File: config.mk
export PLATFORM = sky130hd
export DESIGN_NAME = pcmtf_formatter
export DESIGN_NICKNAME = d
export VERILOG_FILES = /design/src/verilog/pcmtf_pkg.sv /design/src/verilog/pcmtf_word_buffer.sv /design/src/verilog/pcmtf_formatter.sv
export SDC_FILE = /design/constraint.sdc
export NUM_CORES = 1
export LEC_CHECK = 0
export BUFFER_PORTS_ARGS = -buffer_cell sky130_fd_sc_hd__buf_2
export CORE_MARGIN = 8
export CORE_UTILIZATION = 55
export CTS_CLUSTER_DIAMETER = 200
export DETAILED_ROUTE_END_ITERATION = 6
export MAX_ROUTING_LAYER = met4
export PLACE_DENSITY = 0.77
export SYNTH_ARGS = -nofsm -noshare
export SYNTH_HDL_FRONTEND = slang
export SYNTH_SLANG_ARGS = --single-unit
File: constraint.sdc
create_clock -name mclk -period 5.07 [get_ports mclk]
set_input_delay 0.507 -clock mclk [delete_from_list [all_inputs] [get_ports mclk]]
set_output_delay 0.507 -clock mclk [all_outputs]
set_load 0.005 [all_outputs]
File: src/verilog/pcmtf_pkg.sv
// constants shared by the pcm telemetry frame formatter
// assumes a 50 MHz system clock and synchronous active-low reset
package pcmtf_pkg;
  // ************************************************************
  // frame geometry
  // ************************************************************
  localparam int WORD_BITS = 9;
  localparam int FRAME_WORDS = 64;
  localparam int FRAME_BITS = 576;
  localparam int SUBA_CHANNELS = 32;
  localparam int SUBB_CHANNELS = 64;
  localparam int FIRST_DWELL_SLOT = 4;
  localparam logic [17:0] SYNC_PATTERN = 18'h3E5C9;
  localparam logic [5:0] SLOT_SUBA = 6'h04;
  localparam logic [5:0] SLOT_SUBB = 6'h05;
  localparam logic [5:0] SLOT_MAG0 = 6'h06;
  localparam logic [5:0] MAG_STRIDE = 6'h0F;
  localparam int MAG_SLOTS = 12;
  // ************************************************************
  // timing
  // ************************************************************
  localparam int CLK_HZ = 50000000;
  localparam real BIT_RATE_BPS = 194.18;
  localparam int BIT_PERIOD_CYCLES = int'(CLK_HZ / BIT_RATE_BPS);
  // ************************************************************
  // formatter states
  // ************************************************************
  typedef enum logic [1:0] {
    PCMTF_IDLE = 2'b00,
    PCMTF_LOAD = 2'b01,
    PCMTF_SHIFT = 2'b10
  } pcmtf_state_e;
endpackage

File: src/verilog/pcmtf_word_buffer.sv
// two-entry word buffer between the word assembler and the serializer
// assumes one clock, synchronous active-low reset
`timescale 1ns/1ps
module pcmtf_word_buffer #(
  parameter int WIDTH = 16
) (
  input wire logic mclk,
  input wire logic rstn,
  input wire logic inValid,
  output logic inReady,
  input wire logic [WIDTH-1:0] inData,
  output logic outValid,
  input wire logic outReady,
  output logic [WIDTH-1:0] outData
);
  logic [WIDTH-1:0] mem_ff [2];
  logic [WIDTH-1:0] nxt_mem [2];
  logic wrPtr_ff, nxt_wrPtr, rdPtr_ff, nxt_rdPtr;
  logic [1:0] count_ff, nxt_count;
  logic push, pop;

  assign inReady = (count_ff != 2'h2);
  assign outValid = (count_ff != 2'h0);
  assign outData = mem_ff[rdPtr_ff];

  always_comb begin
    push = inValid && inReady;
    pop = outValid && outReady;
    nxt_mem = mem_ff;
    nxt_wrPtr = wrPtr_ff;
    nxt_rdPtr = rdPtr_ff;
    nxt_count = count_ff;
    if (push) begin
      nxt_mem[wrPtr_ff] = inData;
      nxt_wrPtr = ~wrPtr_ff;
    end
    if (pop) begin
      nxt_rdPtr = ~rdPtr_ff;
    end
    if (push && !pop) begin
      nxt_count = count_ff + 2'h1;
    end else if (pop && !push) begin
      nxt_count = count_ff - 2'h1;
    end
  end

  always_ff @(posedge mclk) begin
    if (!rstn) begin
      mem_ff[0] <= '0;
      mem_ff[1] <= '0;
      wrPtr_ff <= 1'b0;
      rdPtr_ff <= 1'b0;
      count_ff <= 2'h0;
    end else begin
      mem_ff <= nxt_mem;
      wrPtr_ff <= nxt_wrPtr;
      rdPtr_ff <= nxt_rdPtr;
      count_ff <= nxt_count;
    end
  end
endmodule

File: src/verilog/pcmtf_formatter.sv
// pcm telemetry frame formatter: builds 64-word frames and shifts them out
// assumes sources present sampled words on request in the same cycle
// How it works
// - each frame is 64 nine-bit words, 576 bits, then repeats
// - dwell reads one channel 60 times faster at an unchanged bit rate
// - in dwell slots 5 to 64 carry the selected channel; slots 1-4 normal
// - ordinary mainframe channels are sampled once per frame, about every 3 s
// - a 32-channel group steps one subchannel per frame
// - a 64-channel group steps one subchannel per frame
// - magnetometer outputs fill 12 slots, four samples each per frame
// - unassigned slots are spares and still take their nine-bit time
// - words are nine bits, serialized continuously near 194 b/s
// - words 1 and 2 carry the 18-bit sync pattern
// - dwell holds on one commanded word, never words 1 to 4
`timescale 1ns/1ps
module pcmtf_formatter #(
  parameter int BIT_PERIOD = pcmtf_pkg::BIT_PERIOD_CYCLES
) (
  input wire logic mclk,
  input wire logic rstn,
  input wire logic cmdLoad,
  input wire logic cmdDwell,
  input wire logic [5:0] cmdDwellSlot,
  output logic [5:0] chanSel,
  output logic [5:0] subaSel,
  output logic [5:0] subbSel,
  output logic [1:0] magSel,
  output logic sampleReq,
  input wire logic [8:0] chanData,
  input wire logic [8:0] subaData,
  input wire logic [8:0] subbData,
  input wire logic [8:0] magData,
  output logic serialBit,
  output logic bitStrobe,
  output logic frameStart,
  output logic dwellActive
);
  // ************************************************************
  // command registers
  // ************************************************************
  logic pendDwell_ff, nxt_pendDwell;
  logic [5:0] pendSlot_ff, nxt_pendSlot;
  logic dwell_ff, nxt_dwell;
  logic [5:0] dwellSlot_ff, nxt_dwellSlot;

  // ************************************************************
  // word assembler
  // ************************************************************
  logic [5:0] wordIdx_ff, nxt_wordIdx;
  logic [5:0] subaIdx_ff, nxt_subaIdx;
  logic [5:0] subbIdx_ff, nxt_subbIdx;
  logic [8:0] word;
  logic bufInReady;
  logic bufOutValid;
  logic bufOutReady;
  logic [9:0] bufOutData;

  // ************************************************************
  // serializer
  // ************************************************************
  pcmtf_pkg::pcmtf_state_e state_ff, nxt_state;
  logic [8:0] shift_ff, nxt_shift;
  logic [3:0] bitCnt_ff, nxt_bitCnt;
  logic [31:0] divCnt_ff, nxt_divCnt;
  logic serial_ff, nxt_serial;
  logic strobe_ff, nxt_strobe;
  logic fstart_ff, nxt_fstart;
  logic tick;

  function automatic logic isMagSlot(input logic [5:0] s);
    logic [5:0] off;
    off = s - pcmtf_pkg::SLOT_MAG0;
    isMagSlot = (s >= pcmtf_pkg::SLOT_MAG0) && (off[1:0] != 2'h3) &&
                (off < 6'(4 * (pcmtf_pkg::MAG_SLOTS / 3)));
  endfunction

  // dwell slot is the commanded one, never a leading slot
  always_comb begin
    nxt_pendDwell = pendDwell_ff;
    nxt_pendSlot = pendSlot_ff;
    if (cmdLoad) begin
      nxt_pendDwell = cmdDwell && (cmdDwellSlot >= 6'(pcmtf_pkg::FIRST_DWELL_SLOT));
      nxt_pendSlot = cmdDwellSlot;
    end
  end

  // dwell replaces slots 5 to 64 with the selected channel
  always_comb begin
    logic [5:0] slot;
    slot = wordIdx_ff;
    if (dwell_ff && (wordIdx_ff >= 6'(pcmtf_pkg::FIRST_DWELL_SLOT))) begin
      slot = dwellSlot_ff;
    end
    chanSel = slot;
    subaSel = subaIdx_ff;
    subbSel = subbIdx_ff;
    // one output per slot of a group
    // each group of three slots visits all outputs, so every output gets four slots
    magSel = isMagSlot(slot) ? 2'(slot - pcmtf_pkg::SLOT_MAG0) : 2'h0;
    sampleReq = bufInReady;
    if (wordIdx_ff == 6'h00) begin
      word = pcmtf_pkg::SYNC_PATTERN[17:9];
    end else if (wordIdx_ff == 6'h01) begin
      word = pcmtf_pkg::SYNC_PATTERN[8:0];
    end else if (slot == pcmtf_pkg::SLOT_SUBA) begin
      word = subaData;
    end else if (slot == pcmtf_pkg::SLOT_SUBB) begin
      word = subbData;
    end else if (isMagSlot(slot)) begin
      word = magData;
    end else begin
      // ordinary and spare slots sampled once per frame
      word = chanData;
    end
  end

  // advance word index; update mode only at frame wrap
  always_comb begin
    nxt_wordIdx = wordIdx_ff;
    nxt_subaIdx = subaIdx_ff;
    nxt_subbIdx = subbIdx_ff;
    nxt_dwell = dwell_ff;
    nxt_dwellSlot = dwellSlot_ff;
    if (bufInReady) begin
      nxt_wordIdx = wordIdx_ff + 6'h01;
      if (wordIdx_ff == 6'(pcmtf_pkg::FRAME_WORDS - 1)) begin
        nxt_dwell = pendDwell_ff;
        nxt_dwellSlot = pendSlot_ff;
        nxt_subaIdx = (subaIdx_ff == 6'(pcmtf_pkg::SUBA_CHANNELS - 1)) ? 6'h00 : subaIdx_ff + 6'h01;
        nxt_subbIdx = subbIdx_ff + 6'h01;
      end
    end
  end

  // first word of the frame is flagged so the boundary travels with the data
  pcmtf_word_buffer #(
    .WIDTH(10)
  ) u_buf (
    .mclk(mclk),
    .rstn(rstn),
    .inValid(1'b1),
    .inReady(bufInReady),
    .inData({(wordIdx_ff == 6'h00), word}),
    .outValid(bufOutValid),
    .outReady(bufOutReady),
    .outData(bufOutData)
  );

  // fixed bit clock regardless of mode
  assign tick = (divCnt_ff == 32'(BIT_PERIOD - 1));
  assign bufOutReady = (state_ff != pcmtf_pkg::PCMTF_SHIFT) ||
                       (tick && (bitCnt_ff == 4'(pcmtf_pkg::WORD_BITS - 1)));

  always_comb begin
    nxt_state = state_ff;
    nxt_shift = shift_ff;
    nxt_bitCnt = bitCnt_ff;
    nxt_serial = serial_ff;
    nxt_strobe = 1'b0;
    nxt_fstart = 1'b0;
    nxt_divCnt = tick ? 32'h0 : divCnt_ff + 32'h1;
    unique case (state_ff)
      pcmtf_pkg::PCMTF_IDLE: begin
        nxt_divCnt = 32'h0;
        nxt_state = pcmtf_pkg::PCMTF_LOAD;
      end
      pcmtf_pkg::PCMTF_LOAD: begin
        nxt_divCnt = 32'h0;
        if (bufOutValid) begin
          nxt_shift = bufOutData[8:0];
          nxt_bitCnt = 4'h0;
          nxt_serial = bufOutData[8];
          nxt_strobe = 1'b1;
          nxt_fstart = bufOutData[9];
          nxt_state = pcmtf_pkg::PCMTF_SHIFT;
        end
      end
      pcmtf_pkg::PCMTF_SHIFT: begin
        if (tick) begin
          nxt_strobe = 1'b1;
          if (bitCnt_ff == 4'(pcmtf_pkg::WORD_BITS - 1)) begin
            // msb first; next word picked up without a gap
            nxt_shift = bufOutData[8:0];
            nxt_serial = bufOutData[8];
            nxt_fstart = bufOutData[9];
            nxt_bitCnt = 4'h0;
          end else begin
            nxt_shift = {shift_ff[7:0], 1'b0};
            nxt_serial = shift_ff[7];
            nxt_bitCnt = bitCnt_ff + 4'h1;
          end
        end
      end
      default: nxt_state = pcmtf_pkg::PCMTF_IDLE;
    endcase
  end

  assign serialBit = serial_ff;
  assign bitStrobe = strobe_ff;
  assign frameStart = fstart_ff;
  assign dwellActive = dwell_ff;

  always_ff @(posedge mclk) begin
    if (!rstn) begin
      pendDwell_ff <= 1'b0;
      pendSlot_ff <= 6'h00;
      dwell_ff <= 1'b0;
      dwellSlot_ff <= 6'h00;
      wordIdx_ff <= 6'h00;
      subaIdx_ff <= 6'h00;
      subbIdx_ff <= 6'h00;
      state_ff <= pcmtf_pkg::PCMTF_IDLE;
      shift_ff <= 9'h000;
      bitCnt_ff <= 4'h0;
      divCnt_ff <= 32'h0;
      serial_ff <= 1'b0;
      strobe_ff <= 1'b0;
      fstart_ff <= 1'b0;
    end else begin
      pendDwell_ff <= nxt_pendDwell;
      pendSlot_ff <= nxt_pendSlot;
      dwell_ff <= nxt_dwell;
      dwellSlot_ff <= nxt_dwellSlot;
      wordIdx_ff <= nxt_wordIdx;
      subaIdx_ff <= nxt_subaIdx;
      subbIdx_ff <= nxt_subbIdx;
      state_ff <= nxt_state;
      shift_ff <= nxt_shift;
      bitCnt_ff <= nxt_bitCnt;
      divCnt_ff <= nxt_divCnt;
      serial_ff <= nxt_serial;
      strobe_ff <= nxt_strobe;
      fstart_ff <= nxt_fstart;
    end
  end
endmodule

### Word-level counts from Yosys, hierarchy flattened

Cells that the tools add are included.

| word-level totals | value |
|---|---|
| input port bits | 46 |
| output and inout port bits | 25 |
| logic and storage cells | 112 |
| register bits | 105 |

| cells by class | value |
|---|---|
| muxes and demuxes | 37 |
| $add $sub $neg | 8 |
| bitwise gates (word level) | 6 |
| order comparisons | 7 |
| reductions and logical operators | 21 |
| equality and inequality tests | 14 |

Operator list:

| operator | count |
|---|---|
| 9-bit two-way mux | 5 |
| 10-bit two-way mux | 4 |
| 32-bit by 1-bit adder with 32-bit output (second input constant) | 1 |
| 32-bit by 18-bit == test with 1-bit output (second input constant) | 1 |
| 8-bit two-way mux | 3 |
| 20-bit bitwise mux | 1 |
| 6-bit by 1-bit adder with 6-bit output (second input constant) | 3 |
| 6-bit by 3-bit >= comparator with 1-bit output (second input constant) | 3 |
| 8-bit one-hot mux with 2 select lines | 1 |
| 6-bit by 3-bit == test with 1-bit output (second input constant) | 2 |
| 4-bit two-way mux | 3 |
| 6-bit two-way mux | 2 |
| 10-bit demux with 1-bit select | 1 |
| 1-bit logical AND | 9 |
| 1-bit two-way mux | 8 |
| 2-bit two-way mux | 4 |
| 2-bit inequality test (second input constant) | 4 |
| 4-bit one-hot mux with 2 select lines | 1 |
| 6-bit by 1-bit == test with 1-bit output (second input constant) | 1 |
| 6-bit by 5-bit == test with 1-bit output (second input constant) | 1 |
| 6-bit == test (second input constant) | 1 |
| 6-bit logical NOT | 1 |
| 6-bit by 5-bit < comparator with 1-bit output (second input constant) | 1 |
| 1-bit one-hot mux with 2 select lines | 3 |
| other kinds (20) | 29 |

### Longest topological paths before layout

Gate-level depths: netlist of the first run.

| logic depth | value |
|---|---|
| word-level depth | 13 |
| mapped depth | 9 |
| gate-level depth less buffers | 8 |

### Modules after synthesis

From an unflattened synthesis of the first run, not the netlist that was laid out.

| unflattened totals | value |
|---|---|
| cell total of the unflattened synthesis | 617 |
| area, all modules | 5391.4 um^2 |

By module, submodules not included:

| module | cells an instance | area each (um^2) | instances | seq. area each (um^2) |
|---|---|---|---|---|
| pcmtf_formatter | 509 | 4281.6 | 1 | 1621.6 |
| pcmtf_word_buffer | 108 | 1109.8 | 1 | 480.5 |

### Worst setup path after synthesis of the first run

OpenSTA, ideal clock, no wires.

| timing path | value |
|---|---|
| path type | register to output |
| start point | reg wordIdx_ff[2] |
| end point | out magSel[0] |
| stages on the path, launching flop included | 6 |
| arrival | 1.842 ns |
| slack | 2.721 ns |
| buffers on the path | 1 |
| data required time | 4.563 ns |
| cells stage by stage | dfxtp_1 buf_2 o41ai_4 mux2i_2 clkinv_1 and3_1 |

| between the ends | value |
|---|---|
| cells in the longest elaborated chain, start to end | 8 |
| elaborated cells on any way between the ends | 10 |
| classes of those cells | 1 x add/sub; 3 x order compare; 1 x eq/ne; 2 x mux; 3 x reduce/logical |

Ends and longest elaborated chain:

| element | line | source |
|---|---|---|
| start, declared | pcmtf_formatter.sv:49 | `logic [5:0] wordIdx_ff, nxt_wordIdx;` |
| start signal, assigned | pcmtf_formatter.sv:224 | `wordIdx_ff <= nxt_wordIdx;` |
| 6-bit by 3-bit >= comparator with 1-bit output * | pcmtf_formatter.sv:91 | `if (dwell_ff && (wordIdx_ff >= 6'(pcmtf_pkg::FIRST_DWELL_SLOT))) begin` |
| 1-bit logical AND * | pcmtf_formatter.sv:91 |  |
| 6-bit two-way mux * | pcmtf_formatter.sv:91 |  |
| via chanSel[0] | pcmtf_formatter.sv:24 | `output logic [5:0] chanSel,` |
| parallel branches: the longest is 4 deep, another holds 6-bit by 3-bit subtractor with 6-bit output | -- |  |
| 2-bit two-way mux * | pcmtf_formatter.sv:99 | `magSel = isMagSlot(slot) ? 2'(slot - pcmtf_pkg::SLOT_MAG0) : 2'h0;` |
| end, declared | pcmtf_formatter.sv:27 | `output logic [1:0] magSel,` |

Mark *: on every way through the listed nets, which the timed path passes.

### Final worst setup path of the first run

| timing path | value |
|---|---|
| start point | reg dwell_ff, in the netlist dwellActive |
| end point | out magSel[1] |

| between the ends | value |
|---|---|
| cells in the longest elaborated chain, start to end | 7 |
| elaborated cells on any way between the ends | 9 |
| classes of those cells | 1 x add/sub; 2 x order compare; 1 x eq/ne; 2 x mux; 3 x reduce/logical |

Ends and longest elaborated chain:

| element | line | source |
|---|---|---|
| start, declared | pcmtf_formatter.sv:43 | `logic dwell_ff, nxt_dwell;` |
| start signal, assigned | pcmtf_formatter.sv:222 | `dwell_ff <= nxt_dwell;` |
| 1-bit logical AND * | pcmtf_formatter.sv:91 |  |
| 6-bit two-way mux * | pcmtf_formatter.sv:91 |  |
| parallel branches: the longest is 4 deep, another holds 6-bit by 3-bit subtractor with 6-bit output | -- |  |
| 2-bit two-way mux * | pcmtf_formatter.sv:99 |  |

Every way passes the cells marked *.

==> impl_metrics.xml, run 1 <==
<?xml version="1.0" encoding="UTF-8"?>
<metrics>
  <group name="cts">
    <metric name="clock_insertion_delay_worst_skew" unit="ns">0.39</metric>
    <metric name="clkTransAtPathRegs" unit="ns">0.11</metric>
    <metric name="cts_repair_resize_count" unit="">0</metric>
    <metric name="h-tree-depth" unit="">3</metric>
    <metric name="clock_sinks" unit="">105</metric>
    <metric name="cts_tree" unit="">done</metric>
    <metric name="holdBufCountCts" unit="">0</metric>
    <metric name="cts_post_setup_buffers_inserted" unit="">0</metric>
    <metric name="cts_inserted_buffers" unit="">9</metric>
    <metric name="clock-root-buffer" unit="">clkbuf_8</metric>
    <metric name="max_buffers_root_to_sink" unit="">2</metric>
  </group>
  <group name="pwr">
    <metric name="power_density" unit="nW/um2">291</metric>
    <metric name="p_leak" unit="nW">2.26</metric>
    <metric name="p_sw_frac" unit="">0.291</metric>
    <metric name="power.clock.fraction" unit="">0.328</metric>
    <metric name="power.share.combinational" unit="">0.143</metric>
    <metric name="worst_ir_drop_vdd" unit="mV">0.192</metric>
    <metric name="post-layout-total-power" unit="W">0.00171</metric>
    <metric name="seqPwrFrac" unit="">0.528</metric>
    <metric name="netSwitchingPower" unit="W">0.000497</metric>
    <metric name="p_int" unit="W">0.00121</metric>
  </group>
  <group name="routing">
    <metric name="dr.first_iter.drc_count" unit="">203</metric>
    <metric name="vias_per_cell" unit="">5.53</metric>
    <metric name="ant_nets" unit="">0</metric>
    <metric name="vias_post_dr" unit="">4402</metric>
    <metric name="drcViolationCount" unit="">0</metric>
    <metric name="drt_first_pass_iters" unit="">5</metric>
    <metric name="totalWireLength" unit="um">11300</metric>
    <metric name="routedWlPerCell" unit="um">14.2</metric>
  </group>
  <group name="floorplanning">
    <metric name="die_outline_area" unit="um2">12900</metric>
    <metric name="fp-row-count" unit="">35</metric>
    <metric name="floorplan.core_area" unit="um2">9240</metric>
    <metric name="die_outline_height" unit="um">113</metric>
    <metric name="starting_utilization_of_the_core_area" unit="">0.566</metric>
    <metric name="die_w" unit="um">113</metric>
    <metric name="io_pins" unit="">71</metric>
  </group>
  <group name="timing">
    <metric name="max_slew_margin" unit="">0.213</metric>
    <metric name="final_period_minus_worst_setup_slack" unit="ns">3.21</metric>
    <metric name="maxSlewViolCount" unit="">0</metric>
    <metric name="hold_slack" unit="ns">0.382</metric>
    <metric name="timing_worst_slew_pin_value" unit="ns">1.18</metric>
    <metric name="setup_tns" unit="ns">0</metric>
    <metric name="final.setup_skew" unit="ns">0.0158</metric>
    <metric name="timing_hold_violations_final" unit="">0</metric>
    <metric name="fmax" unit="MHz">312</metric>
    <metric name="grt_setup_unrepaired" unit="">false</metric>
    <metric name="min_period_over_period" unit="">0.633</metric>
    <metric name="count_of_final_setup_violators" unit="">0</metric>
  </group>
  <group name="worst_setup_path">
    <metric name="worstRegToRegCells" unit="">5</metric>
    <metric name="worstSetupEndpointType" unit="">output pin</metric>
    <metric name="path_max_fanout" unit="">12</metric>
    <metric name="timing.reg2reg.setup_slack" unit="ns">2.24</metric>
    <metric name="cp.arrival" unit="ns">2.70</metric>
    <metric name="data_required_time_of_the_worst_path" unit="ns">4.56</metric>
    <metric name="critical_path.reg2reg.endpoint" unit="">u_buf.mem_ff[12]</metric>
    <metric name="setup.worst_path.start_class" unit="">flip-flop</metric>
    <metric name="criticalPathCategory" unit="">reg2out</metric>
    <metric name="reg2reg_start" unit="">wordIdx_ff[2]</metric>
  </group>
  <group name="global_route">
    <metric name="grt.total_usage" unit="">0.186</metric>
    <metric name="via_count_of_the_first_global_routing_pass" unit="">4355</metric>
    <metric name="grt_start_max_net_pins" unit="">69</metric>
    <metric name="global_route_wire_length_before_repair" unit="um">19400</metric>
    <metric name="antenna_violations_before_repair" unit="">0</metric>
    <metric name="total_global_routing_overflow" unit="">0</metric>
  </group>
  <group name="logic_synthesis">
    <metric name="synth.avg_cell_area" unit="um2">8.62</metric>
    <metric name="synth-edff-count" unit="">0</metric>
    <metric name="post_synthesis_cell_area" unit="um2">5230</metric>
    <metric name="postSynth.topFlopCell" unit="">dfxtp_1</metric>
    <metric name="synth-warning-count" unit="">0</metric>
    <metric name="register_bit_count_reported_by_yosys" unit="">105</metric>
    <metric name="number_of_distinct_library_cells_after_synthesis" unit="">56</metric>
    <metric name="syn_nets" unit="">664</metric>
    <metric name="yosysSeqAreaShare" unit="">0.402</metric>
    <metric name="yosys.area.top_type_share" unit="">0.402</metric>
    <metric name="synthDominantAreaCellType" unit="">dfxtp_1</metric>
    <metric name="synth.area.top_cells" unit="">dfxtp_1 (40%), nand2_1 (5.3%), mux2i_1 (5.0%)</metric>
    <metric name="synth_cells" unit="">606</metric>
    <metric name="synth-async-reset-ratio" unit="">0</metric>
  </group>
  <group name="run">
    <metric name="cap_violations" unit="">0</metric>
  </group>
  <group name="layout">
    <metric name="sequential_cell_area" unit="um2">2100</metric>
    <metric name="syn2layout_area_growth" unit="%">12.0</metric>
    <metric name="final_cells" unit="">796</metric>
    <metric name="antenna_cells" unit="">0</metric>
    <metric name="finalNetCount" unit="">720</metric>
    <metric name="fillerInstances" unit="">824</metric>
    <metric name="multi_input_area" unit="um2">2950</metric>
    <metric name="layout.cells.most_common" unit="">dfxtp_1</metric>
    <metric name="mostFrequentLayoutCells" unit="">dfxtp_1 (105), nand2_1 (74), buf_2 (70)</metric>
    <metric name="fraction_of_final_layout_cells_with_drive_strength_greater_than_1" unit="">0.157</metric>
  </group>
  <group name="place">
    <metric name="finalWeightedCongestion" unit="">0.930</metric>
    <metric name="placement.io_buffers" unit="">70</metric>
    <metric name="dpl.hpwl" unit="um">8340</metric>
    <metric name="post-place-cells" unit="">780</metric>
  </group>
  <group name="worst_hold_path">
    <metric name="holdPathEnd" unit="">pendSlot_ff[1]</metric>
    <metric name="timing.hold.worst.start" unit="">cmdDwellSlot[1]</metric>
    <metric name="hold_path_depth" unit="">3</metric>
    <metric name="holdCritPathClass" unit="">in2reg</metric>
  </group>
  <group name="status">
    <metric name="outcome" unit="">finished, final reports clean</metric>
  </group>
</metrics>
## worst max-delay path: stages, from the launching register on
cell and delay [ns]:
dfxtp_1 0.64, mux2i_1 0.34, o21ai_0 0.17, a22oi_2 0.36, and2_1 0.50, nor2b_1 0.19, buf_2 0.12
## area by class of cell
class,instances,share of cell area
Clock inverter,7,0.0167
Tap cell,129,0.0276
Clock buffer,9,0.0212
Timing Repair Buffer,71,0.0611
Inverter,16,0.0103
Sequential cell,105,0.359
Multi-Input combinational cell,459,0.504
## registers in the layout (all words and copies together), names as in the netlist, 2 cells and up
signal,count
state_ff,2
subbSel,6
wordIdx_ff,6
u_buf.count_ff,2
bitCnt_ff,4
u_buf.mem_ff,20
pendSlot_ff,6
dwellSlot_ff,6
subaSel,6
shift_ff,8
divCnt_ff,32
## per-stage QoR
step,instance area (um2),worst slack (ns),util
after global routing,5860,1.66,0.634
final,5860,1.86,0.634
after detailed placement,5630,2.30,0.610
after global placement,5630,2.39,0.610
after floorplan,5230,2.72,-
after CTS,5860,1.88,0.634
## cell usage after synthesis, types with 5 or more instances
library cell,count
a211o_1,8
a211oi_1,6
a21boi_0,22
a21boi_1,5
a21oi_1,23
and2_1,16
and3_1,11
buf_2,5
clkbuf_1,18
dfxtp_1,105
ha_1,12
inv_1,14
mux2i_1,26
nand2_1,74
nand3_1,19
nand4_1,15
nor2_1,67
nor2b_1,16
nor3_1,6
o21a_1,5
o21ai_0,24
o221ai_1,6
or3_1,6
xnor2_1,17
xor2_1,23
## worst max-delay path by stage
stage               cells past startpoint  slack [ns]           from               end
finish                                  6        1.86    dwellActive         magSel[1]
global route                            6        1.66    dwellActive         magSel[1]
CTS                                     6        1.88    dwellActive         magSel[1]
detailed placement                      5        2.30  wordIdx_ff[2]  u_buf.mem_ff[12]
global placement                        5        2.39  wordIdx_ff[2]  u_buf.mem_ff[12]
floorplan                               5        2.72  wordIdx_ff[2]         magSel[0]
## power groups by stage
stage               sequential [W]  combinational, W  clock, W
floorplan                 0.000908          0.000190         0
global placement          0.000919          0.000235         0
detailed placement        0.000921          0.000246         0
CTS                       0.000902          0.000246  0.000574
global route              0.000909          0.000275  0.000608
finish                    0.000902          0.000244  0.000560
## kinds of logic (layout without fill, tap and decap cells)
family | count (synthesis) | in the layout | synth area share
adder cells (fa/ha/maj) | 12 | 12 | 0.0287
flip-flops | 105 | 105 | 0.402
buffers and inverters | 42 | 103 | 0.0328
XOR/XNOR | 40 | 40 | 0.0670
AND/OR/NAND/NOR | 254 | 254 | 0.245
AO/OA/AOI/OAI | 122 | 122 | 0.164
multiplexers | 31 | 31 | 0.0610
## metal layers
metal,vias to the layer above,wire [um],global-route usage
met5,-,0,-
li1,2220,-,-
met4,0,206,0.0728
met3,21,467,0.0444
met1,2093,5000,0.210
met2,68,5620,0.313
Power figures use the tool's default switching activity.
==> inputs of run 2 (changes only) <==
- ABC_AREA: not set -> 1
- CORE_UTILIZATION: 55 -> 52
- PLACE_DENSITY: 0.77 -> 0.76
- clock period: 5.07 -> 2.8 ns (I/O delays scaled with it)
==> impl_metrics.xml, run 2 <==
<?xml version="1.0" encoding="UTF-8"?>
<metrics>
  <group name="global_route">
    <metric name="via_count_of_the_first_global_routing_pass" unit="">4924</metric>
    <metric name="total_global_routing_overflow" unit="">0</metric>
    <metric name="grt_start_max_net_pins" unit="">52</metric>
    <metric name="antenna_violations_before_repair" unit="">0</metric>
    <metric name="global_route_wire_length_before_repair" unit="um">21700</metric>
    <metric name="grt.total_usage" unit="">0.186</metric>
  </group>
  <group name="logic_synthesis">
    <metric name="synth.avg_cell_area" unit="um2">6.92</metric>
    <metric name="synth-edff-count" unit="">0</metric>
    <metric name="synthAdderAreaFrac" unit="">0.0277</metric>
    <metric name="yosys.area.top_type_share" unit="">0.388</metric>
    <metric name="syn_nets" unit="">841</metric>
    <metric name="synthMuxAreaShare" unit="">0</metric>
    <metric name="synth_xor_xnor_area_share" unit="">0.00970</metric>
    <metric name="post_synthesis_cell_area" unit="um2">5420</metric>
    <metric name="synth.area.top_cells" unit="">dfxtp_1 (39%), nand2_1 (10%), nor2_1 (7.5%)</metric>
    <metric name="yosysMostFrequentCell" unit="">nand2_1</metric>
    <metric name="postSynth.topFlopCell" unit="">dfxtp_1</metric>
    <metric name="synth-warning-count" unit="">0</metric>
    <metric name="synth_top_family_by_area" unit="">simple AND/OR/NAND/NOR gates</metric>
    <metric name="synth_simple_gate_area_frac" unit="">0.339</metric>
    <metric name="ys_top_cells_by_count" unit="">nand2_1 (149), nor2_1 (108), dfxtp_1 (105)</metric>
    <metric name="number_of_distinct_library_cells_after_synthesis" unit="">45</metric>
    <metric name="synthDominantAreaCellType" unit="">dfxtp_1</metric>
    <metric name="register_bit_count_reported_by_yosys" unit="">105</metric>
    <metric name="synth_compound_area_frac" unit="">0.150</metric>
    <metric name="synth-async-reset-ratio" unit="">0</metric>
    <metric name="yosysSeqAreaShare" unit="">0.388</metric>
    <metric name="synth_cells" unit="">783</metric>
  </group>
  <group name="cts">
    <metric name="clock_insertion_delay_worst_skew" unit="ns">0.37</metric>
    <metric name="h-tree-depth" unit="">3</metric>
    <metric name="cts_repair_resize_count" unit="">0</metric>
    <metric name="max_buffers_root_to_sink" unit="">2</metric>
    <metric name="clkTransAtPathRegs" unit="ns">0.09</metric>
    <metric name="cts_inserted_buffers" unit="">9</metric>
    <metric name="clock-root-buffer" unit="">clkbuf_8</metric>
    <metric name="clock_sinks" unit="">105</metric>
    <metric name="cts_tree" unit="">done</metric>
    <metric name="holdBufCountCts" unit="">0</metric>
    <metric name="cts_post_setup_buffers_inserted" unit="">0</metric>
  </group>
  <group name="place">
    <metric name="finalWeightedCongestion" unit="">0.930</metric>
    <metric name="placement.io_buffers" unit="">70</metric>
    <metric name="dpl.hpwl" unit="um">9620</metric>
  </group>
  <group name="worst_setup_path">
    <metric name="data_required_time_of_the_worst_path" unit="ns">2.52</metric>
    <metric name="cp.arrival" unit="ns">2.10</metric>
    <metric name="critical_path.reg2reg.endpoint" unit="">u_buf.mem_ff[1]</metric>
    <metric name="setup.worst_path.start_class" unit="">flip-flop</metric>
    <metric name="crit_path_max_incr_delay" unit="ns">0.52</metric>
    <metric name="critical_path.most_common_cell" unit="">nand2_1</metric>
    <metric name="path_max_fanout" unit="">18</metric>
    <metric name="critical-path-slowest-cell" unit="">dfxtp_1</metric>
    <metric name="timing.reg2reg.setup_slack" unit="ns">0.63</metric>
    <metric name="critical_path.cell_chain" unit="">inv_1, nand2_1, nand2_1, nand2_1, nand2_1, nand2_1, nand3_2, nor2_1, buf_2</metric>
    <metric name="path_delay_family" unit="">simple AND/OR/NAND/NOR gates</metric>
    <metric name="worstSetupEndpointType" unit="">output pin</metric>
    <metric name="criticalPathCategory" unit="">reg2out</metric>
    <metric name="count_of_buffer_and_inverter_cells_on_the_critical_path" unit="">2</metric>
    <metric name="worstRegToRegCells" unit="">12</metric>
    <metric name="reg2reg_start" unit="">dwellActive</metric>
  </group>
  <group name="timing">
    <metric name="maxSlewViolCount" unit="">0</metric>
    <metric name="grt_setup_unrepaired" unit="">false</metric>
    <metric name="max_slew_margin" unit="">0.683</metric>
    <metric name="min_period_over_period" unit="">0.849</metric>
    <metric name="count_of_final_setup_violators" unit="">0</metric>
    <metric name="hold_slack" unit="ns">0.138</metric>
    <metric name="fmax" unit="MHz">421</metric>
    <metric name="final_period_minus_worst_setup_slack" unit="ns">2.38</metric>
    <metric name="timing_worst_slew_pin_value" unit="ns">0.475</metric>
    <metric name="final.setup_skew" unit="ns">0.0127</metric>
    <metric name="setup_tns" unit="ns">0</metric>
    <metric name="timing_hold_violations_final" unit="">0</metric>
  </group>
  <group name="floorplanning">
    <metric name="die_w" unit="um">118</metric>
    <metric name="die_outline_height" unit="um">118</metric>
    <metric name="fp-row-count" unit="">37</metric>
    <metric name="die_outline_area" unit="um2">13900</metric>
    <metric name="io_pins" unit="">71</metric>
    <metric name="floorplan.core_area" unit="um2">10200</metric>
    <metric name="starting_utilization_of_the_core_area" unit="">0.530</metric>
  </group>
  <group name="pwr">
    <metric name="power_density" unit="nW/um2">512</metric>
    <metric name="p_leak" unit="nW">2.52</metric>
    <metric name="worst_ir_drop_vdd" unit="mV">0.358</metric>
  </group>
  <group name="layout">
    <metric name="antenna_cells" unit="">0</metric>
    <metric name="syn2layout_area_growth" unit="%">13.0</metric>
    <metric name="fraction_of_final_layout_cells_with_drive_strength_greater_than_1" unit="">0.166</metric>
    <metric name="finalNetCount" unit="">907</metric>
    <metric name="mostFrequentLayoutCells" unit="">nand2_1 (149), nor2_1 (108), dfxtp_1 (105)</metric>
    <metric name="layout.cells.most_common" unit="">nand2_1</metric>
    <metric name="number_of_flip_flops_in_the_largest_register" unit="">32</metric>
    <metric name="reg.largest.list" unit="">divCnt_ff: 32 flops, u_buf.mem_ff: 20 flops, shift_ff: 8 flops</metric>
    <metric name="top_register" unit="">divCnt_ff</metric>
    <metric name="postLayoutCoreUtil" unit="">0.598</metric>
  </group>
  <group name="worst_hold_path">
    <metric name="hold_path_depth" unit="">3</metric>
    <metric name="timing.hold.worst.start" unit="">cmdDwellSlot[1]</metric>
    <metric name="holdPathEnd" unit="">pendSlot_ff[1]</metric>
    <metric name="holdCritPathClass" unit="">in2reg</metric>
  </group>
  <group name="run">
    <metric name="cap_violations" unit="">0</metric>
  </group>
  <group name="routing">
    <metric name="vias_per_cell" unit="">5.22</metric>
    <metric name="vias_post_dr" unit="">5166</metric>
    <metric name="drcViolationCount" unit="">0</metric>
    <metric name="dr.first_iter.drc_count" unit="">383</metric>
    <metric name="drt_first_pass_iters" unit="">5</metric>
    <metric name="totalWireLength" unit="um">12600</metric>
    <metric name="routedWlPerCell" unit="um">12.7</metric>
    <metric name="ant_nets" unit="">0</metric>
  </group>
  <group name="status">
    <metric name="outcome" unit="">finished, final reports clean</metric>
  </group>
</metrics>
[run 2: changes by cell type in the layout (fill, tap and decap cells not counted), sizes merged, moves of 20 or more]
cell	change
nand2	+84
inv	+80
nor2	+57
a21oi	+51
o21ai	+31
a21boi	-27
mux2i	-27
nand3	+20
[run 2: per-stage QoR]
stage	std cells	setup slack [ns]	power [W]	cell area (um2)
global placement	974	0.712	0.00206	5890
CTS	989	0.418	0.00316	6120
detailed placement	974	0.672	0.00208	5890
global route	989	0.190	0.00330	6120
finish	989	0.424	0.00313	6120
floorplan	783	0.988	0.00195	5420
[run 2: how the worst max path moves through the flow]
stage                     cells after the start            end  slack [ns]           from
final                                         9      magSel[0]        0.42    dwellActive
after global routing                          9      magSel[0]        0.19    dwellActive
after CTS                                     9      magSel[0]        0.42    dwellActive
after detailed placement                     11   bitCnt_ff[2]        0.67  divCnt_ff[15]
after global placement                       11   bitCnt_ff[2]        0.71  divCnt_ff[15]
after floorplan                              14  divCnt_ff[28]        0.99   divCnt_ff[0]
[run 2: worst min-delay path, delay by kind of cell]
| family | cells | cell delay, ns |
|---|---|---|
| AND/OR/NAND/NOR | 2 | 0.12 |
| buffers and inverters | 1 | 0.08 |
[run 2: layer usage]
metal | up-vias | global-route usage | share of wire
li1 | 2701 | - | -
met1 | 2338 | 0.223 | 0.47
met2 | 115 | 0.303 | 0.47
met3 | 12 | 0.0441 | 0.052
met4 | 0 | 0.0568 | 0.012
met5 | - | - | 0
[run 2: cell families (layout without fill, tap and decap cells)]
kind of cell / Yosys count / in the layout
flip-flops: 105 / 105
adder cells (fa/ha/maj): 12 / 12
buffers and inverters: 118 / 188
AO/OA/AOI/OAI: 149 / 149
AND/OR/NAND/NOR: 393 / 393
XOR/XNOR: 6 / 6
[run 2: area by class of cell]
cell class | instances | area (um2)
fillers | 940 | 4110
multi-input cells | 560 | 2850
flip-flops and latches | 105 | 2100
repair buffers | 76 | 395
inverters | 97 | 367
well taps | 136 | 170
clock buffers | 10 | 128
clock inverters | 5 | 104
[run 2: power breakdown]
group          internal, W  leakage [nW]  total [W]  switching [W]
registers          0.00157         0.856    0.00162      0.0000503
clock network     0.000591         0.117    0.00108       0.000494
logic             0.000155          1.55   0.000428       0.000272
total              0.00232          2.52    0.00313       0.000816
==> inputs of run 3 (changes only) <==
- ABC_AREA: 1 -> 0
- CORE_UTILIZATION: 52 -> 55
- PLACE_DENSITY: 0.76 -> 0.77
- clock period: 2.8 -> 2.3 ns (I/O delays scaled with it)
==> impl_metrics.xml, run 3 (same netlist as run 1, synthesis figures left out) <==
<?xml version="1.0" encoding="UTF-8"?>
<metrics>
  <group name="cts">
    <metric name="holdBufCountCts" unit="">0</metric>
    <metric name="max_buffers_root_to_sink" unit="">2</metric>
    <metric name="clkTransAtPathRegs" unit="ns">0.09</metric>
    <metric name="cts_tree" unit="">done</metric>
    <metric name="clock-root-buffer" unit="">clkbuf_8</metric>
    <metric name="clock_insertion_delay_worst_skew" unit="ns">0.36</metric>
    <metric name="cts_inserted_buffers" unit="">9</metric>
    <metric name="clock_sinks" unit="">105</metric>
    <metric name="h-tree-depth" unit="">3</metric>
  </group>
  <group name="global_route">
    <metric name="total_global_routing_overflow" unit="">0</metric>
    <metric name="grt_start_max_net_pins" unit="">39</metric>
    <metric name="antenna_violations_before_repair" unit="">0</metric>
    <metric name="grt.total_usage" unit="">0.189</metric>
    <metric name="via_count_of_the_first_global_routing_pass" unit="">4407</metric>
    <metric name="global_route_wire_length_before_repair" unit="um">20000</metric>
  </group>
  <group name="routing">
    <metric name="drt_first_pass_iters" unit="">4</metric>
    <metric name="vias_per_cell" unit="">5.48</metric>
    <metric name="dr.first_iter.drc_count" unit="">224</metric>
    <metric name="ant_nets" unit="">0</metric>
    <metric name="vias_post_dr" unit="">4499</metric>
    <metric name="totalWireLength" unit="um">11600</metric>
    <metric name="routedWlPerCell" unit="um">14.1</metric>
    <metric name="drcViolationCount" unit="">0</metric>
  </group>
  <group name="timing">
    <metric name="timing_hold_violations_final" unit="">0</metric>
    <metric name="max_slew_margin" unit="">0.548</metric>
    <metric name="setup_tns" unit="ns">0</metric>
    <metric name="fmax" unit="MHz">441</metric>
    <metric name="count_of_final_setup_violators" unit="">0</metric>
    <metric name="final_period_minus_worst_setup_slack" unit="ns">2.27</metric>
    <metric name="final.setup_skew" unit="ns">0.00817</metric>
    <metric name="grt_setup_unrepaired" unit="">true</metric>
    <metric name="maxSlewViolCount" unit="">0</metric>
    <metric name="min_period_over_period" unit="">0.987</metric>
    <metric name="timing_worst_slew_pin_value" unit="ns">0.677</metric>
  </group>
  <group name="place">
    <metric name="dpl.hpwl" unit="um">8730</metric>
    <metric name="placement.io_buffers" unit="">70</metric>
    <metric name="finalWeightedCongestion" unit="">0.894</metric>
  </group>
  <group name="pwr">
    <metric name="seqPwrFrac" unit="">0.535</metric>
    <metric name="power_density" unit="nW/um2">608</metric>
    <metric name="p_int" unit="W">0.00270</metric>
    <metric name="netSwitchingPower" unit="W">0.00100</metric>
    <metric name="worst_ir_drop_vdd" unit="mV">0.360</metric>
    <metric name="power.clock.fraction" unit="">0.307</metric>
    <metric name="p_sw_frac" unit="">0.270</metric>
    <metric name="power.share.combinational" unit="">0.158</metric>
    <metric name="p_leak" unit="nW">2.40</metric>
  </group>
  <group name="worst_setup_path">
    <metric name="path_delay_family" unit="">compound AO/OA/AOI/OAI gates</metric>
    <metric name="count_of_buffer_and_inverter_cells_on_the_critical_path" unit="">2</metric>
    <metric name="worstSetupEndpointType" unit="">flip-flop</metric>
    <metric name="crit_path_max_incr_delay" unit="ns">0.41</metric>
    <metric name="critical-path-slowest-cell" unit="">o41ai_4</metric>
    <metric name="critical_path.cell_chain" unit="">o41ai_4, buf_4, mux2_2, nor3_4, buf_12, a211oi_1, a21oi_1, o21ai_0</metric>
    <metric name="data_required_time_of_the_worst_path" unit="ns">2.54</metric>
    <metric name="path_max_fanout" unit="">17</metric>
    <metric name="criticalPathCategory" unit="">reg2reg</metric>
    <metric name="setup.worst_path.start_class" unit="">flip-flop</metric>
    <metric name="cp.arrival" unit="ns">2.51</metric>
  </group>
  <group name="floorplanning">
    <metric name="die_outline_area" unit="um2">12900</metric>
    <metric name="floorplan.core_area" unit="um2">9240</metric>
    <metric name="fp-row-count" unit="">35</metric>
    <metric name="io_pins" unit="">71</metric>
    <metric name="die_w" unit="um">113</metric>
    <metric name="starting_utilization_of_the_core_area" unit="">0.566</metric>
    <metric name="die_outline_height" unit="um">113</metric>
  </group>
  <group name="layout">
    <metric name="finalNetCount" unit="">745</metric>
    <metric name="layout.cells.most_common" unit="">dfxtp_1</metric>
    <metric name="antenna_cells" unit="">0</metric>
    <metric name="mostFrequentLayoutCells" unit="">dfxtp_1 (101), nand2_1 (74), buf_2 (70)</metric>
    <metric name="fraction_of_final_layout_cells_with_drive_strength_greater_than_1" unit="">0.198</metric>
    <metric name="number_of_flip_flops_in_the_largest_register" unit="">32</metric>
    <metric name="syn2layout_area_growth" unit="%">16.6</metric>
    <metric name="fillerInstances" unit="">768</metric>
    <metric name="top_register" unit="">divCnt_ff</metric>
    <metric name="reg.largest.list" unit="">divCnt_ff: 32 flops, u_buf.mem_ff: 20 flops, shift_ff: 8 flops</metric>
    <metric name="postLayoutCoreUtil" unit="">0.659</metric>
  </group>
  <group name="worst_hold_path">
    <metric name="holdCritPathClass" unit="">in2reg</metric>
  </group>
  <group name="status">
    <metric name="outcome" unit="">finished, final reports clean</metric>
  </group>
  <group name="run">
    <metric name="cap_violations" unit="">0</metric>
  </group>
</metrics>
[run 3: cell types whose count changed in the layout (fill, tap and decap cells not counted), moves of 18 or more]
cell / before / now
o21ai_0: 48 / 24
nand2_1: 149 / 74
nor3_1: 26 / 6
a21boi_0: 1 / 19
inv_1: 90 / 14
nor2_1: 108 / 67
a21oi_1: 73 / 23
mux2i_1: 0 / 26
xor2_1: 4 / 23
[run 3: power groups by stage]
stage,registers [W],logic [W],clock network (W)
detailed placement,0.00203,0.000572,0
floorplan,0.00200,0.000419,0
CTS,0.00198,0.000575,0.00116
global route,0.00200,0.000659,0.00124
finish,0.00198,0.000584,0.00114
global placement,0.00202,0.000556,0
[run 3: worst reg2reg max path, cell delays in order, from the launching register on]
cell,delay (ns)
dfxtp_4,0.38
o41ai_4,0.41
buf_4,0.20
mux2_2,0.38
nor3_4,0.23
buf_12,0.16
a211oi_1,0.06
a21oi_1,0.20
o21ai_0,0.12
[run 3: stage by stage]
step | area (um2) | instances | hold slack, ns | worst slack [ns] | power [W]
finish | 6090 | 821 | 0.124 | 0.0301 | 0.00370
global route | 6090 | 821 | 0.128 | -0.0540 | 0.00389
CTS | 6030 | 818 | 0.114 | 0.0165 | 0.00372
detailed placement | 5810 | 800 | 0.451 | 0.0574 | 0.00260
global placement | 5810 | 800 | 0.440 | 0.130 | 0.00258
floorplan | 5230 | 606 | 0.399 | 0.0632 | 0.00242
[run 3: layer usage]
metal	global-route usage	part of all wire
met5	-	0
met4	0.0755	0.022
met3	0.0328	0.037
met2	0.320	0.49
met1	0.219	0.45
[run 3: cell type report]
| class | instances | area (um2) | area share |
|---|---|---|---|
| inverters | 16 | 61.3 | 0.0101 |
| repair buffers | 96 | 574 | 0.0943 |
| multi-input cells | 459 | 2990 | 0.491 |
| well taps | 129 | 161 | 0.0265 |
| clock buffers | 12 | 145 | 0.0238 |
| clock inverters | 4 | 51.3 | 0.00842 |
| flip-flops and latches | 105 | 2110 | 0.346 |
[run 3: path summary, 6_finish.rpt]
kind                     end  depth (start not counted)       startpoint  slack, ns
max          u_buf.mem_ff[3]                          8    wordIdx_ff[4]       0.03
min           pendSlot_ff[1]                          3  cmdDwellSlot[1]       0.12
max reg2reg  u_buf.mem_ff[3]                          8    wordIdx_ff[4]       0.03
min reg2reg      shift_ff[0]                          2      shift_ff[0]       0.46
[run 3: what timing repair did]
action,in CTS,in global routing
setup buffers,2,3
setup endpoints to repair,3,23
gates cloned,0,0
pin swaps,2,3
resized for setup,3,14
